### src/ougcb_pkg.sv
// constants of the octal uart global configuration bank
// assumes an 8-bit host address space and eight channel windows
`default_nettype none

package ougcb_pkg;

  typedef logic [7:0] ougcb_byte_t;
  typedef logic [3:0] ougcb_nib_t;

  // geometry of the address space
  localparam int          NUM_CHAN        = 8;
  localparam int          CODE_W          = 3;
  localparam int          ADDR_GLOBAL_BIT = 7;
  localparam int          CHAN_SEL_LSB    = 4;
  localparam int          LEGACY_REGS     = 8;

  // global register offsets
  localparam ougcb_byte_t OFS_PENDING     = 8'h80;
  localparam ougcb_byte_t OFS_CODE_LOW    = 8'h81;
  localparam ougcb_byte_t OFS_CODE_MID    = 8'h82;
  localparam ougcb_byte_t OFS_CODE_HIGH   = 8'h83;
  localparam ougcb_byte_t OFS_TIMER_CTRL  = 8'h84;
  localparam ougcb_byte_t OFS_TIMER_RSVD  = 8'h85;
  localparam ougcb_byte_t OFS_TCOUNT_LOW  = 8'h86;
  localparam ougcb_byte_t OFS_TCOUNT_HIGH = 8'h87;
  localparam ougcb_byte_t OFS_SAMPLE_8X   = 8'h88;
  localparam ougcb_byte_t OFS_RSVD_ONE    = 8'h89;
  localparam ougcb_byte_t OFS_SOFT_RESET  = 8'h8A;
  localparam ougcb_byte_t OFS_SLEEP       = 8'h8B;
  localparam ougcb_byte_t OFS_REVISION    = 8'h8C;
  localparam ougcb_byte_t OFS_DEVICE_ID   = 8'h8D;
  localparam ougcb_byte_t OFS_BCAST       = 8'h8E;

  // field positions
  localparam int          TCTRL_IRQ_EN    = 0;
  localparam int          TCTRL_START     = 1;
  localparam int          TCTRL_ONESHOT   = 2;
  localparam int          TCTRL_EXT_CLK   = 3;
  localparam int          BCAST_BIT       = 0;

  // reset values
  localparam ougcb_byte_t RST_BYTE        = 8'h00;
  localparam ougcb_nib_t  RST_TCTRL       = 4'h0;

  // interrupt source codes
  localparam logic [2:0]  CODE_NONE       = 3'h0;
  localparam logic [2:0]  CODE_RX         = 3'h1;
  localparam logic [2:0]  CODE_RX_TMO     = 3'h2;
  localparam logic [2:0]  CODE_TX_EMPTY   = 3'h3;
  localparam logic [2:0]  CODE_MODEM      = 3'h4;
  localparam logic [2:0]  CODE_TIMER      = 3'h7;

  // timing counts
  localparam int          SRST_HOLD_CYCLES = 4;
  localparam int          SRST_CNT_W       = 3;

endpackage : ougcb_pkg

`default_nettype wire

### src/ougcb_sync.sv
// two flip-flop synchroniser for a group of pin levels
// assumes the inputs are levels from outside the clk domain
`default_nettype none

module ougcb_sync #(
  parameter int              WIDTH     = 1,
  parameter logic [WIDTH-1:0] RESET_VAL = '0
) (
  input  wire logic             clk,
  input  wire logic             reset,
  input  wire logic [WIDTH-1:0] pin_in,
  output logic      [WIDTH-1:0] sync_out
);

  logic [WIDTH-1:0] meta_ff;

  ////////////////////////////////////////////////////////////////////////////
  // first stage feeds only the second stage
  always_ff @(posedge clk or posedge reset)
  begin
    if (reset)
    begin
      meta_ff  <= RESET_VAL;
      sync_out <= RESET_VAL;
    end
    else
    begin
      meta_ff  <= pin_in;
      sync_out <= meta_ff;
    end
  end

endmodule : ougcb_sync

`default_nettype wire

### src/ougcb_sticky.sv
// sticky event flag, set wins over a clear in the same cycle
// assumes set and clear are single-cycle pulses on clk
`default_nettype none

module ougcb_sticky (
  input  wire logic clk,
  input  wire logic reset,
  input  wire logic set_pulse,
  input  wire logic clr_pulse,
  output logic      flag_ff
);

  logic nxt_flag;

  ////////////////////////////////////////////////////////////////////////////
  // next value: an event in the clearing cycle is kept
  assign nxt_flag = set_pulse | (flag_ff & ~clr_pulse);

  always_ff @(posedge clk or posedge reset)
  begin
    if (reset)
    begin
      flag_ff <= 1'b0;
    end
    else
    begin
      flag_ff <= nxt_flag;
    end
  end

endmodule : ougcb_sticky

`default_nettype wire

### src/ougcb_global_bank.sv
// global configuration and status bank of an octal uart
// assumes channel logic on clk supplies irq requests, codes and read data;
// host bus pins are asynchronous and are synchronised here
`default_nettype none

module ougcb_global_bank #(
  parameter ougcb_pkg::ougcb_byte_t REVISION_CODE = 8'hA5, // arbitrary value
  parameter ougcb_pkg::ougcb_byte_t DEVICE_IDENT  = 8'h5A, // arbitrary value
  parameter int SRST_HOLD = ougcb_pkg::SRST_HOLD_CYCLES
) (
  input  wire logic                   clk,
  input  wire logic                   reset,
  input  wire logic                   host_cs_n,
  input  wire logic                   host_rd_n,
  input  wire logic                   host_wr_n,
  input  wire ougcb_pkg::ougcb_byte_t host_addr,
  input  wire ougcb_pkg::ougcb_byte_t host_data_in,
  output ougcb_pkg::ougcb_byte_t      host_data_out,
  output logic                        host_data_oe_n,
  output logic                        irq,
  input  wire logic [7:0]             chan_irq_req,
  input  wire logic [23:0]            chan_irq_code,
  input  wire logic [63:0]            chan_rdata,
  input  wire logic                   timer_timeout,
  input  wire logic                   wake_event,
  output logic [7:0]                  chan_sel,
  output logic                        chan_rd_pulse,
  output logic                        chan_wr_pulse,
  output logic [3:0]                  chan_reg_addr,
  output ougcb_pkg::ougcb_byte_t      chan_wdata,
  output ougcb_pkg::ougcb_byte_t      sampling_8x,
  output ougcb_pkg::ougcb_byte_t      sleep_en,
  output ougcb_pkg::ougcb_byte_t      chan_soft_reset,
  output ougcb_pkg::ougcb_nib_t       timer_ctrl,
  output logic [15:0]                 timer_count
);
  import ougcb_pkg::*;

  // equality of the synchronised address with a global offset
  function automatic logic hit(input ougcb_byte_t a, input ougcb_byte_t o);
    hit = (a == o);
  endfunction : hit

  ////////////////////////////////////////////////////////////////////////////
  // pin synchronisation
  logic [2:0]  strb_s;
  ougcb_byte_t addr_s;
  ougcb_byte_t wdat_s;

  ougcb_sync #(.WIDTH(3), .RESET_VAL(3'h7)) u_strb_sync (
    .clk      (clk),
    .reset    (reset),
    .pin_in   ({host_cs_n, host_rd_n, host_wr_n}),
    .sync_out (strb_s)
  );

  ougcb_sync #(.WIDTH(16), .RESET_VAL(16'h0000)) u_bus_sync (
    .clk      (clk),
    .reset    (reset),
    .pin_in   ({host_addr, host_data_in}),
    .sync_out ({addr_s, wdat_s})
  );

  ////////////////////////////////////////////////////////////////////////////
  // strobe edges: read acts at its start, write at its end
  logic rd_act;
  logic wr_act;
  logic rd_act_ff;
  logic wr_act_ff;
  logic rd_start;
  logic wr_end;
  ougcb_byte_t wr_addr_ff;
  ougcb_byte_t wr_data_ff;

  assign rd_act   = ~strb_s[2] & ~strb_s[1];
  assign wr_act   = ~strb_s[2] & ~strb_s[0];
  assign rd_start = rd_act & ~rd_act_ff;
  assign wr_end   = wr_act_ff & ~wr_act;

  // address and data held from the last cycle of the write strobe
  always_ff @(posedge clk or posedge reset)
  begin
    if (reset)
    begin
      rd_act_ff  <= 1'b0;
      wr_act_ff  <= 1'b0;
      wr_addr_ff <= RST_BYTE;
      wr_data_ff <= RST_BYTE;
    end
    else
    begin
      rd_act_ff  <= rd_act;
      wr_act_ff  <= wr_act;
      if (wr_act)
      begin
        wr_addr_ff <= addr_s;
        wr_data_ff <= wdat_s;
      end
    end
  end

  ////////////////////////////////////////////////////////////////////////////
  // address decode of the 256-byte space
  logic rd_global;
  logic wr_global;
  logic rd_chan;
  logic wr_chan;
  logic [2:0] rd_chan_idx;
  logic [2:0] wr_chan_idx;

  assign rd_global   = rd_start & addr_s[ADDR_GLOBAL_BIT];
  assign wr_global   = wr_end & wr_addr_ff[ADDR_GLOBAL_BIT];
  assign rd_chan     = rd_start & ~addr_s[ADDR_GLOBAL_BIT];
  assign wr_chan     = wr_end & ~wr_addr_ff[ADDR_GLOBAL_BIT];
  assign rd_chan_idx = addr_s[6:CHAN_SEL_LSB];
  assign wr_chan_idx = wr_addr_ff[6:CHAN_SEL_LSB];

  // global write and read strobes
  logic wr_tctrl;
  logic wr_tlow;
  logic wr_thigh;
  logic wr_sample;
  logic wr_srst;
  logic wr_sleep;
  logic wr_bcast;
  logic rd_pending;
  logic rd_tctrl;

  assign wr_tctrl   = wr_global & hit(wr_addr_ff, OFS_TIMER_CTRL);
  assign wr_tlow    = wr_global & hit(wr_addr_ff, OFS_TCOUNT_LOW);
  assign wr_thigh   = wr_global & hit(wr_addr_ff, OFS_TCOUNT_HIGH);
  assign wr_sample  = wr_global & hit(wr_addr_ff, OFS_SAMPLE_8X);
  assign wr_srst    = wr_global & hit(wr_addr_ff, OFS_SOFT_RESET);
  assign wr_sleep   = wr_global & hit(wr_addr_ff, OFS_SLEEP);
  assign wr_bcast   = wr_global & hit(wr_addr_ff, OFS_BCAST);
  assign rd_pending = rd_global & hit(addr_s, OFS_PENDING);
  assign rd_tctrl   = rd_global & hit(addr_s, OFS_TIMER_CTRL);

  ////////////////////////////////////////////////////////////////////////////
  // control registers
  ougcb_nib_t  tctrl_ff;
  ougcb_byte_t tlow_ff;
  ougcb_byte_t thigh_ff;
  ougcb_byte_t sample_ff;
  ougcb_byte_t sleep_ff;
  logic        bcast_ff;

  // zero after hardware reset, reserved offsets have no writer
  always_ff @(posedge clk or posedge reset)
  begin
    if (reset)
    begin
      tctrl_ff  <= RST_TCTRL;
      tlow_ff   <= RST_BYTE;
      thigh_ff  <= RST_BYTE;
      sample_ff <= RST_BYTE;
      sleep_ff  <= RST_BYTE;
      bcast_ff  <= 1'b0;
    end
    else
    begin
      if (wr_tctrl)
        tctrl_ff <= wr_data_ff[3:0];
      if (wr_tlow)
        tlow_ff <= wr_data_ff;
      if (wr_thigh)
        thigh_ff <= wr_data_ff;
      if (wr_sample)
        sample_ff <= wr_data_ff;
      if (wr_sleep)
        sleep_ff <= wr_data_ff;
      if (wr_bcast)
        bcast_ff <= wr_data_ff[BCAST_BIT];
    end
  end

  ////////////////////////////////////////////////////////////////////////////
  // soft reset: a bit holds SRST_HOLD cycles then clears itself
  ougcb_byte_t srst_ff;
  logic [SRST_CNT_W-1:0] srst_cnt_ff [NUM_CHAN];
  localparam logic [SRST_CNT_W-1:0] SRST_LAST = SRST_CNT_W'(SRST_HOLD - 1);

  always_ff @(posedge clk or posedge reset)
  begin
    if (reset)
    begin
      srst_ff <= RST_BYTE;
      for (int i = 0; i < NUM_CHAN; i++)
        srst_cnt_ff[i] <= '0;
    end
    else
    begin
      for (int i = 0; i < NUM_CHAN; i++)
      begin
        if (srst_ff[i])
        begin
          srst_cnt_ff[i] <= srst_cnt_ff[i] + 1'b1;
          if (srst_cnt_ff[i] == SRST_LAST)
            srst_ff[i] <= 1'b0;
        end
        else if (wr_srst && wr_data_ff[i])
        begin
          srst_ff[i]     <= 1'b1;
          srst_cnt_ff[i] <= '0;
        end
      end
    end
  end

  ////////////////////////////////////////////////////////////////////////////
  // timer and wake sticky flags
  logic timer_flag;
  logic wake_flag;
  logic timer_set;
  logic wake_set;

  assign timer_set = timer_timeout & tctrl_ff[TCTRL_IRQ_EN];
  assign wake_set  = wake_event & (&sleep_ff);

  ougcb_sticky u_timer_flag (
    .clk       (clk),
    .reset     (reset),
    .set_pulse (timer_set),
    .clr_pulse (rd_tctrl),
    .flag_ff   (timer_flag)
  );

  ougcb_sticky u_wake_flag (
    .clk       (clk),
    .reset     (reset),
    .set_pulse (wake_set),
    .clr_pulse (rd_pending),
    .flag_ff   (wake_flag)
  );

  ////////////////////////////////////////////////////////////////////////////
  // global interrupt status, follows the channel requests directly
  ougcb_byte_t pend_ff;
  logic [23:0] code_ff;
  ougcb_byte_t nxt_pend;
  logic [23:0] nxt_code;
  logic [2:0]  ch0_code;

  // timer code is lowest priority, shown only on channel 0
  assign ch0_code = (chan_irq_code[2:0] != CODE_NONE) ? chan_irq_code[2:0] :
                    (timer_flag ? CODE_TIMER : CODE_NONE);
  assign nxt_pend = chan_irq_req | {7'h00, timer_flag};
  assign nxt_code = {chan_irq_code[23:3], ch0_code};

  always_ff @(posedge clk or posedge reset)
  begin
    if (reset)
    begin
      pend_ff <= RST_BYTE;
      code_ff <= 24'h000000;
      irq     <= 1'b0;
    end
    else
    begin
      pend_ff <= nxt_pend;
      code_ff <= nxt_code;
      irq     <= (|nxt_pend) | wake_flag;
    end
  end

  ////////////////////////////////////////////////////////////////////////////
  // read data selection
  ougcb_byte_t glob_rdata;
  ougcb_byte_t chan_byte;
  ougcb_byte_t nxt_rdata;

  assign chan_byte = chan_rdata[rd_chan_idx*8 +: 8];
  assign glob_rdata =
    hit(addr_s, OFS_PENDING)     ? pend_ff          :
    hit(addr_s, OFS_CODE_LOW)    ? code_ff[7:0]     :
    hit(addr_s, OFS_CODE_MID)    ? code_ff[15:8]    :
    hit(addr_s, OFS_CODE_HIGH)   ? code_ff[23:16]   :
    hit(addr_s, OFS_TIMER_CTRL)  ? {4'h0, tctrl_ff} :
    hit(addr_s, OFS_TCOUNT_LOW)  ? tlow_ff          :
    hit(addr_s, OFS_TCOUNT_HIGH) ? thigh_ff         :
    hit(addr_s, OFS_SAMPLE_8X)   ? sample_ff        :
    hit(addr_s, OFS_SLEEP)       ? sleep_ff         :
    hit(addr_s, OFS_REVISION)    ? REVISION_CODE    :
    hit(addr_s, OFS_DEVICE_ID)   ? DEVICE_IDENT     :
    hit(addr_s, OFS_BCAST)       ? {7'h00, bcast_ff} :
    RST_BYTE;
  assign nxt_rdata = addr_s[ADDR_GLOBAL_BIT] ? glob_rdata : chan_byte;

  // data is captured at the read start and held for the strobe
  always_ff @(posedge clk or posedge reset)
  begin
    if (reset)
    begin
      host_data_out  <= RST_BYTE;
      host_data_oe_n <= 1'b1;
    end
    else
    begin
      if (rd_start)
        host_data_out <= nxt_rdata;
      host_data_oe_n <= ~rd_act;
    end
  end

  ////////////////////////////////////////////////////////////////////////////
  // channel window access, broadcast writes reach all channels
  ougcb_byte_t nxt_sel;

  assign nxt_sel = wr_chan ? (bcast_ff ? 8'hFF :
                              8'(1 << wr_chan_idx)) :
                   rd_chan ? 8'(1 << rd_chan_idx) : 8'h00;

  always_ff @(posedge clk or posedge reset)
  begin
    if (reset)
    begin
      chan_sel      <= RST_BYTE;
      chan_rd_pulse <= 1'b0;
      chan_wr_pulse <= 1'b0;
      chan_reg_addr <= 4'h0;
      chan_wdata    <= RST_BYTE;
    end
    else
    begin
      chan_sel      <= nxt_sel;
      chan_rd_pulse <= rd_chan;
      chan_wr_pulse <= wr_chan;
      chan_reg_addr <= wr_chan ? wr_addr_ff[3:0] : addr_s[3:0];
      chan_wdata    <= wr_data_ff;
    end
  end

  // outputs to the channel and timer logic
  assign sampling_8x     = sample_ff;
  assign sleep_en        = sleep_ff;
  assign chan_soft_reset = srst_ff;
  assign timer_ctrl      = tctrl_ff;
  assign timer_count     = {thigh_ff, tlow_ff};
endmodule : ougcb_global_bank

`default_nettype wire

### config.mk
export PLATFORM = sky130hd
export DESIGN_NAME = ougcb_global_bank
export DESIGN_NICKNAME = d
export VERILOG_FILES = /design/src/ougcb_pkg.sv /design/src/ougcb_sync.sv /design/src/ougcb_sticky.sv /design/src/ougcb_global_bank.sv
export SDC_FILE = /design/constraint.sdc
export NUM_CORES = 1
export LEC_CHECK = 0
export ABC_CLOCK_PERIOD_IN_PS = 4670
export BUFFER_PORTS_ARGS = -buffer_cell sky130_fd_sc_hd__buf_2
export CORE_MARGIN = 1.5
export CORE_UTILIZATION = 40
export CTS_CLUSTER_DIAMETER = 50
export DETAILED_ROUTE_END_ITERATION = 7
export PLACE_DENSITY = 0.65
export SLEW_MARGIN = 20
export SYNTH_ARGS = -nofsm -noshare
export SYNTH_HDL_FRONTEND = slang
export SYNTH_HIERARCHICAL = 1
export SYNTH_SLANG_ARGS = --single-unit
### constraint.sdc
create_clock -name clk -period 4.67 [get_ports clk]
set_input_delay 0.2335 -clock clk [delete_from_list [all_inputs] [get_ports clk]]
set_output_delay 0.2335 -clock clk [all_outputs]
set_load 0.03 [all_outputs]
==> impl_metrics.yaml, run 1 <==
status:
  outcome: "complete, no violations"
power:
  total_power_mw: 3.926
  ir_worst_vdd_mv: 0.2901
  power_density_nw_per_um2: 376.6
  leakagePower_nw: 4.990
clock_network:
  cts_setup_buffers: 0
  cts_hold_buf: 48
  cts_tree: "done"
  clk_latency_ns: 0.43
  ctsLongestPathBuffers: 2
  cts_root_buf: "clkbuf_16"
  path_clk_slew_ns: 0.07
  clock-sinks: 191
  h-tree-depth: 4
  cts_made_buffers: 17
  post_cts_resized: 0
synthesis:
  synth_top_cell_by_area: "dfrtp_1"
  yosysSeqAreaShare_pct: 58.92
  synthFlopType: "dfrtp_1"
  mappedNetlistNets: 818
  synthCells: 683
  yosysUniqueCellTypes: 62
  ys_ff_latch: 191
  ys_top_cells_by_area: "dfrtp_1 (57%), mux2_2 (6.9%), nand2_1 (3.2%), o21ai_0 (3.0%), mux2i_1 (2.7%)"
  netlist.area_leader.share_pct: 56.66
  syn-cell-area_um2: 8127
  async_flop_share_pct: 100.0
  syn_avg_cell_area_um2: 11.90
  synth_edf_count: 0
  ys_warn_count: 6
timing:
  final.setup.worst_slack_ns: 2.218
  fin_crit_ns: 2.452
  timing.hold.ws_ns: 0.02610
  skew_ns: 0.01000
  hold_viol: 0
  period_share_pct: 52.50
  rsz0062_at_grt: "false"
  relSlewSlack_pct: 34.37
  tightestPinTransition_ns: 0.9845
  tns_ns: 0
  slew_viol_final: 0
  setup_viol: 0
  max_freq_mhz: 407.8
final_layout:
  area_growth_pct: 28.28
  diodes: 0
  fin_cells: 1197
  layout-drive-gt1-share_pct: 33.15
  fin_util_pct: 52.87
  multi_input_area_um2: 3082
  seqCellArea_um2: 4788
  final_common_cell: "buf_2"
  fin_area_um2: 10430
  layout.nets: 1056
  most-common-layout-cells: "buf_2 (194), dfrtp_1 (184), nand2_1 (69)"
  fill_cells: 1740
placed_design:
  placed_area_um2: 9350
  place_ws_ns: 2.326
  dp.cells: 1119
  io_buffers: 194
  gp_congestion: 0.8754
  dp_hpwl_mm: 15.95
grt:
  antenna_found_initial: 0
  grt_max_degree: 70
  first_global_vias: 6277
  grt_usage_pct: 21.23
  grt_pass1_wl_mm: 34.78
  gr-total-overflow: 0
route:
  num_vias: 6166
  totalWireLength_mm: 21.63
  drc: 0
  ant_nets: 0
  dr.pass1.iters: 7
  drt_iter0_drc: 509
  wl_per_cell_um: 18.07
  drt-vias-per-instance: 5.151
setup_path:
  path_cells: "buf_4 > nor2b_1 > nand3_1 > o211ai_1 > a31oi_1 > o21ai_0"
  end_kind: "register"
  crit_fanout: 16
  path_class: "register to register"
  rrSetupSlack_ns: 2.22
  crit_path_max_incr_delay_ns: 0.70
  slowest_stage: "nor2b_1"
  startpoint_type: "register"
  required_ns: 5.01
  worstPathArrival_ns: 2.79
floorplan:
  core_area_um2: 19720
  die_w_um: 145.5
  die-area_um2: 21180
  io_pins: 195
  rows: 51
  initial_core_util_pct: 41.21
  die_h_um: 145.5
worst_hold_path:
  hold_path.class: "input pin to register"
flow_run:
  maxCapViolCount: 0
==> layout make-up <==
class | count | share of cell area (%)
repair buffers | 248 | 14.35
inverters | 34 | 1.272
multi-input cells | 429 | 29.56
well taps | 265 | 3.181
clock inverters | 8 | 1.248
flip-flops and latches | 191 | 45.93
clock buffers | 22 | 4.453
==> cells in the mapped netlist, drive strengths merged, types with 5 or more instances <==
library cell and number:
mux4 7, o21ai 51, nor4 5, mux2i 22, and2 11, dfstp 7, inv 34, clkbuf 14
buf 15, nand3 25, mux2 50, a31oi 10, a211oi 6, nand2 70, o22ai 16, nor3 11
ha 16, nor2 14, dfrtp 184, a21oi 22, nor2b 13, a22oi 7, nand4 6, o211ai 6
nand2b 14
==> critical path, delay by kind of cell, from the launching register on <==
family | cells | cell delay [ns]
simple gates | 2 | 0.85
flops | 1 | 0.68
compound gates | 3 | 0.51
buf+inv | 1 | 0.32
==> final timing paths <==
| path | startpoint | depth (start not counted) | endpoint |
|---|---|---|---|
| max | u_bus_sync/sync_out[9] | 6 | host_data_out[5] |
| min | chan_irq_code[2] | 2 | code_ff[1] |
| max reg2reg | u_bus_sync/sync_out[9] | 6 | host_data_out[5] |
| min reg2reg | u_bus_sync/meta_ff[8] | 0 | u_bus_sync/sync_out[8] |
| max in group asynchronous | reset | 4 | chan_sel[0] |
| min in group asynchronous | reset | 3 | u_timer_flag/flag_ff |
==> layer usage <==
layer / track usage [%] / up-vias / routed length (µm)
met2: 34.43 / 237 / 10250
met5: 0 / - / 0
met1: 27.61 / 2983 / 9327
met3: 5.580 / 35 / 1532
met4: 7.296 / 0 / 523
li1: - / 2911 / -
==> registers in the layout (all words and copies together), names as in the netlist, 3 cells and up <==
name and count:
u_strb_sync/meta_ff 3, chan_soft_reset 8, chan_reg_addr 4, code_ff 24
host_data_out 8, pend_ff 8, u_bus_sync/sync_out 16, tlow_ff 8
timer_ctrl 4, chan_sel 8, u_strb_sync/sync_out 3, u_bus_sync/meta_ff 16
wr_addr_ff 8, srst_cnt_ff 24, sampling_8x 8, sleep_en 8
thigh_ff 8, wr_data_ff 8, chan_wdata 8
==> where the power goes <==
group	total, mW	leakage [nW]	internal (mW)	switching [mW]
Clock	1.49	0.291	0.872	0.616
Sequential	1.92	2.41	1.79	0.133
Combinational	0.514	2.29	0.219	0.296
Total	3.93	4.99	2.88	1.04
==> kinds of logic (layout without fill, tap and decap cells) <==
group / count (synthesis) / count (layout) / share of synthesized area (%)
buf+inv: 63 / 312 / 3.187
fa+ha+maj: 16 / 16 / 2.463
simple gates: 191 / 191 / 13.03
compound gates: 143 / 143 / 10.82
mux: 79 / 79 / 11.58
flops: 191 / 191 / 58.92
Note: power is estimated with default switching activity, not from simulation.
==> run 2: changes to the inputs <==
ABC_CLOCK_PERIOD_IN_PS = 2500   (was 4670)
clock period = 2.5 ns   (was 4.67 ns; I/O delays follow)
==> run 2 against run 1 <==
  * Sequential cell count unchanged
  * Worst setup slack got worse by 1.7 ns
  * Core utilization is 1.1 points higher
  * Worst hold slack improved by 0.12 ns
  * Sequential power up 86%
  * First-iteration DRC count fell by 34%
  * Largest power group unchanged
  * Power up 89%
  * Routed wire length is 3.8% higher
  * Clock skew decreased by 0.0019 ns
==> impl_metrics.yaml, run 2 (same netlist as run 1, synthesis figures left out) <==
power:
  leakagePower_nw: 5.095
  power_density_nw_per_um2: 697.3
  ir_worst_vdd_mv: 0.4974
placed_design:
  gp_congestion: 0.9383
  io_buffers: 194
  placed_area_um2: 9484
  dp_hpwl_mm: 16.56
grt:
  grt_usage_pct: 21.62
  grt_pass1_wl_mm: 35.09
  gr-total-overflow: 0
  grt_max_degree: 43
  first_global_vias: 6358
  antenna_found_initial: 0
timing:
  tns_ns: 0
  max_freq_mhz: 512.4
  rsz0062_at_grt: "false"
  timing.hold.ws_ns: 0.1419
  fin_crit_ns: 1.952
  setup_viol: 0
  period_share_pct: 78.07
  slew_viol_final: 0
  skew_ns: 0.008085
  relSlewSlack_pct: 37.21
  tightestPinTransition_ns: 0.9399
  hold_viol: 0
final_layout:
  fin_area_um2: 10640
  multi_input_area_um2: 3082
  layout.nets: 1075
  top_regs: "code_ff (24), srst_cnt_ff (24)"
  most-common-layout-cells: "buf_2 (194), dfrtp_1 (184), nand2_1 (69)"
  area_growth_pct: 30.98
  seqCellArea_um2: 4788
  fill_cells: 1714
  layout-drive-gt1-share_pct: 34.31
  final_common_cell: "buf_2"
  diodes: 0
route:
  drc: 0
  num_vias: 6300
  drt-vias-per-instance: 5.172
  wl_per_cell_um: 18.43
  totalWireLength_mm: 22.45
  ant_nets: 0
  dr.pass1.iters: 5
  drt_iter0_drc: 338
clock_network:
  clock-sinks: 191
  h-tree-depth: 4
  ctsLongestPathBuffers: 2
  path_clk_slew_ns: 0.07
  cts_root_buf: "clkbuf_16"
  clk_latency_ns: 0.43
  cts_setup_buffers: 0
  cts_made_buffers: 17
  cts_tree: "done"
  post_cts_resized: 0
setup_path:
  required_ns: 2.85
  path_class: "register to register"
  slowest_stage: "or4b_4"
  timing.rr.end: "host_data_out[7]"
  worstReg2RegStart: "u_bus_sync/sync_out[12]"
  crit_fanout: 8
  end_kind: "register"
  worstPathArrival_ns: 2.30
  worst_r2r_path_depth: 4
  rrSetupSlack_ns: 0.55
  cp_top_family: "simple AND/OR/NAND/NOR gates"
  startpoint_type: "register"
  path_cells: "or4b_4 > nor2_1 > nand3_1 > o211ai_1"
  cp_num_buf_inv: 0
  crit_path_max_incr_delay_ns: 0.65
floorplan:
  io_pins: 195
  die-area_um2: 21180
  initial_core_util_pct: 41.21
  rows: 51
  die_w_um: 145.5
  core_area_um2: 19720
  die_h_um: 145.5
worst_hold_path:
  hold_path.class: "input pin to async pin"
flow_run:
  maxCapViolCount: 0
status:
  outcome: "complete, no violations"
## run 2: cell count changes in the layout (fill, tap and decap cells not counted)
| cell | previous run | this run |
|---|---|---|
| inv_8 | 0 | 2 |
| dlygate4sd3_1 | 48 | 54 |
| clkbuf_1 | 3 | 0 |
| buf_12 | 0 | 3 |
| clkinv_2 | 1 | 2 |
| clkinvlp_4 | 0 | 4 |
| inv_6 | 4 | 3 |
| clkbuf_8 | 2 | 1 |
| buf_4 | 6 | 16 |
## run 2: worst register-to-register path, delay by kind of cell, from the launching register on
family / cells / cell delay, ns
AND/OR/NAND/NOR: 3 / 1.17
AO/OA/AOI/OAI: 1 / 0.20
flip-flops: 1 / 0.50
## run 2: what timing repair did
action / CTS / global route
setup endpoints to repair: 0 / 0
hold buffers: 54 / 0
hold endpoints to repair: 105 / 0
## run 2: area by class of cell
cell class              instances  share of cell area, %
clock buffers                  18                  4.126
flip-flops and latches        191                  44.99
repair buffers                267                  15.89
inverters                      34                  1.234
well taps                     265                  3.115
multi-input cells             429                  28.95
clock inverters                14                  1.693
## run 2: routing by layer
layer,vias to the layer above,part of all wire [%],track usage (%)
met5,-,0,0
met2,227,47,34.71
met3,29,6.7,4.890
met1,3087,44,28.60
met4,0,2.2,8.265
li1,2957,-,-
## run 2: stage by stage
step	total power, mW	cells	util, %	setup slack (ns)
floorplan	4.170	683	-	0.4729
global placement	4.561	1132	48.10	0.5795
detailed placement	4.578	1132	48.10	0.5247
CTS	7.496	1218	53.98	0.5265
global route	7.723	1218	53.98	0.4183
finish	7.422	1218	53.98	0.5483
## run 2: power by group
part | total (mW) | internal (mW) | switching (mW)
Sequential | 3.58 | 3.34 | 0.240
Combinational | 0.999 | 0.434 | 0.566
Clock | 2.84 | 1.62 | 1.22
Total | 7.42 | 5.40 | 2.02
## run 2: worst max-delay path by stage
stage                                       start                to  slack (ns)  cells after the start
after CTS                  u_bus_sync/sync_out[9]  host_data_out[7]        0.53                      5
after global placement     u_bus_sync/sync_out[9]  host_data_out[7]        0.58                      5
after floorplan                             reset          bcast_ff        0.47                      1
after global routing      u_bus_sync/sync_out[10]  host_data_out[5]        0.42                      6
after detailed placement   u_bus_sync/sync_out[9]  host_data_out[7]        0.52                      5
final                     u_bus_sync/sync_out[12]  host_data_out[7]        0.55                      4
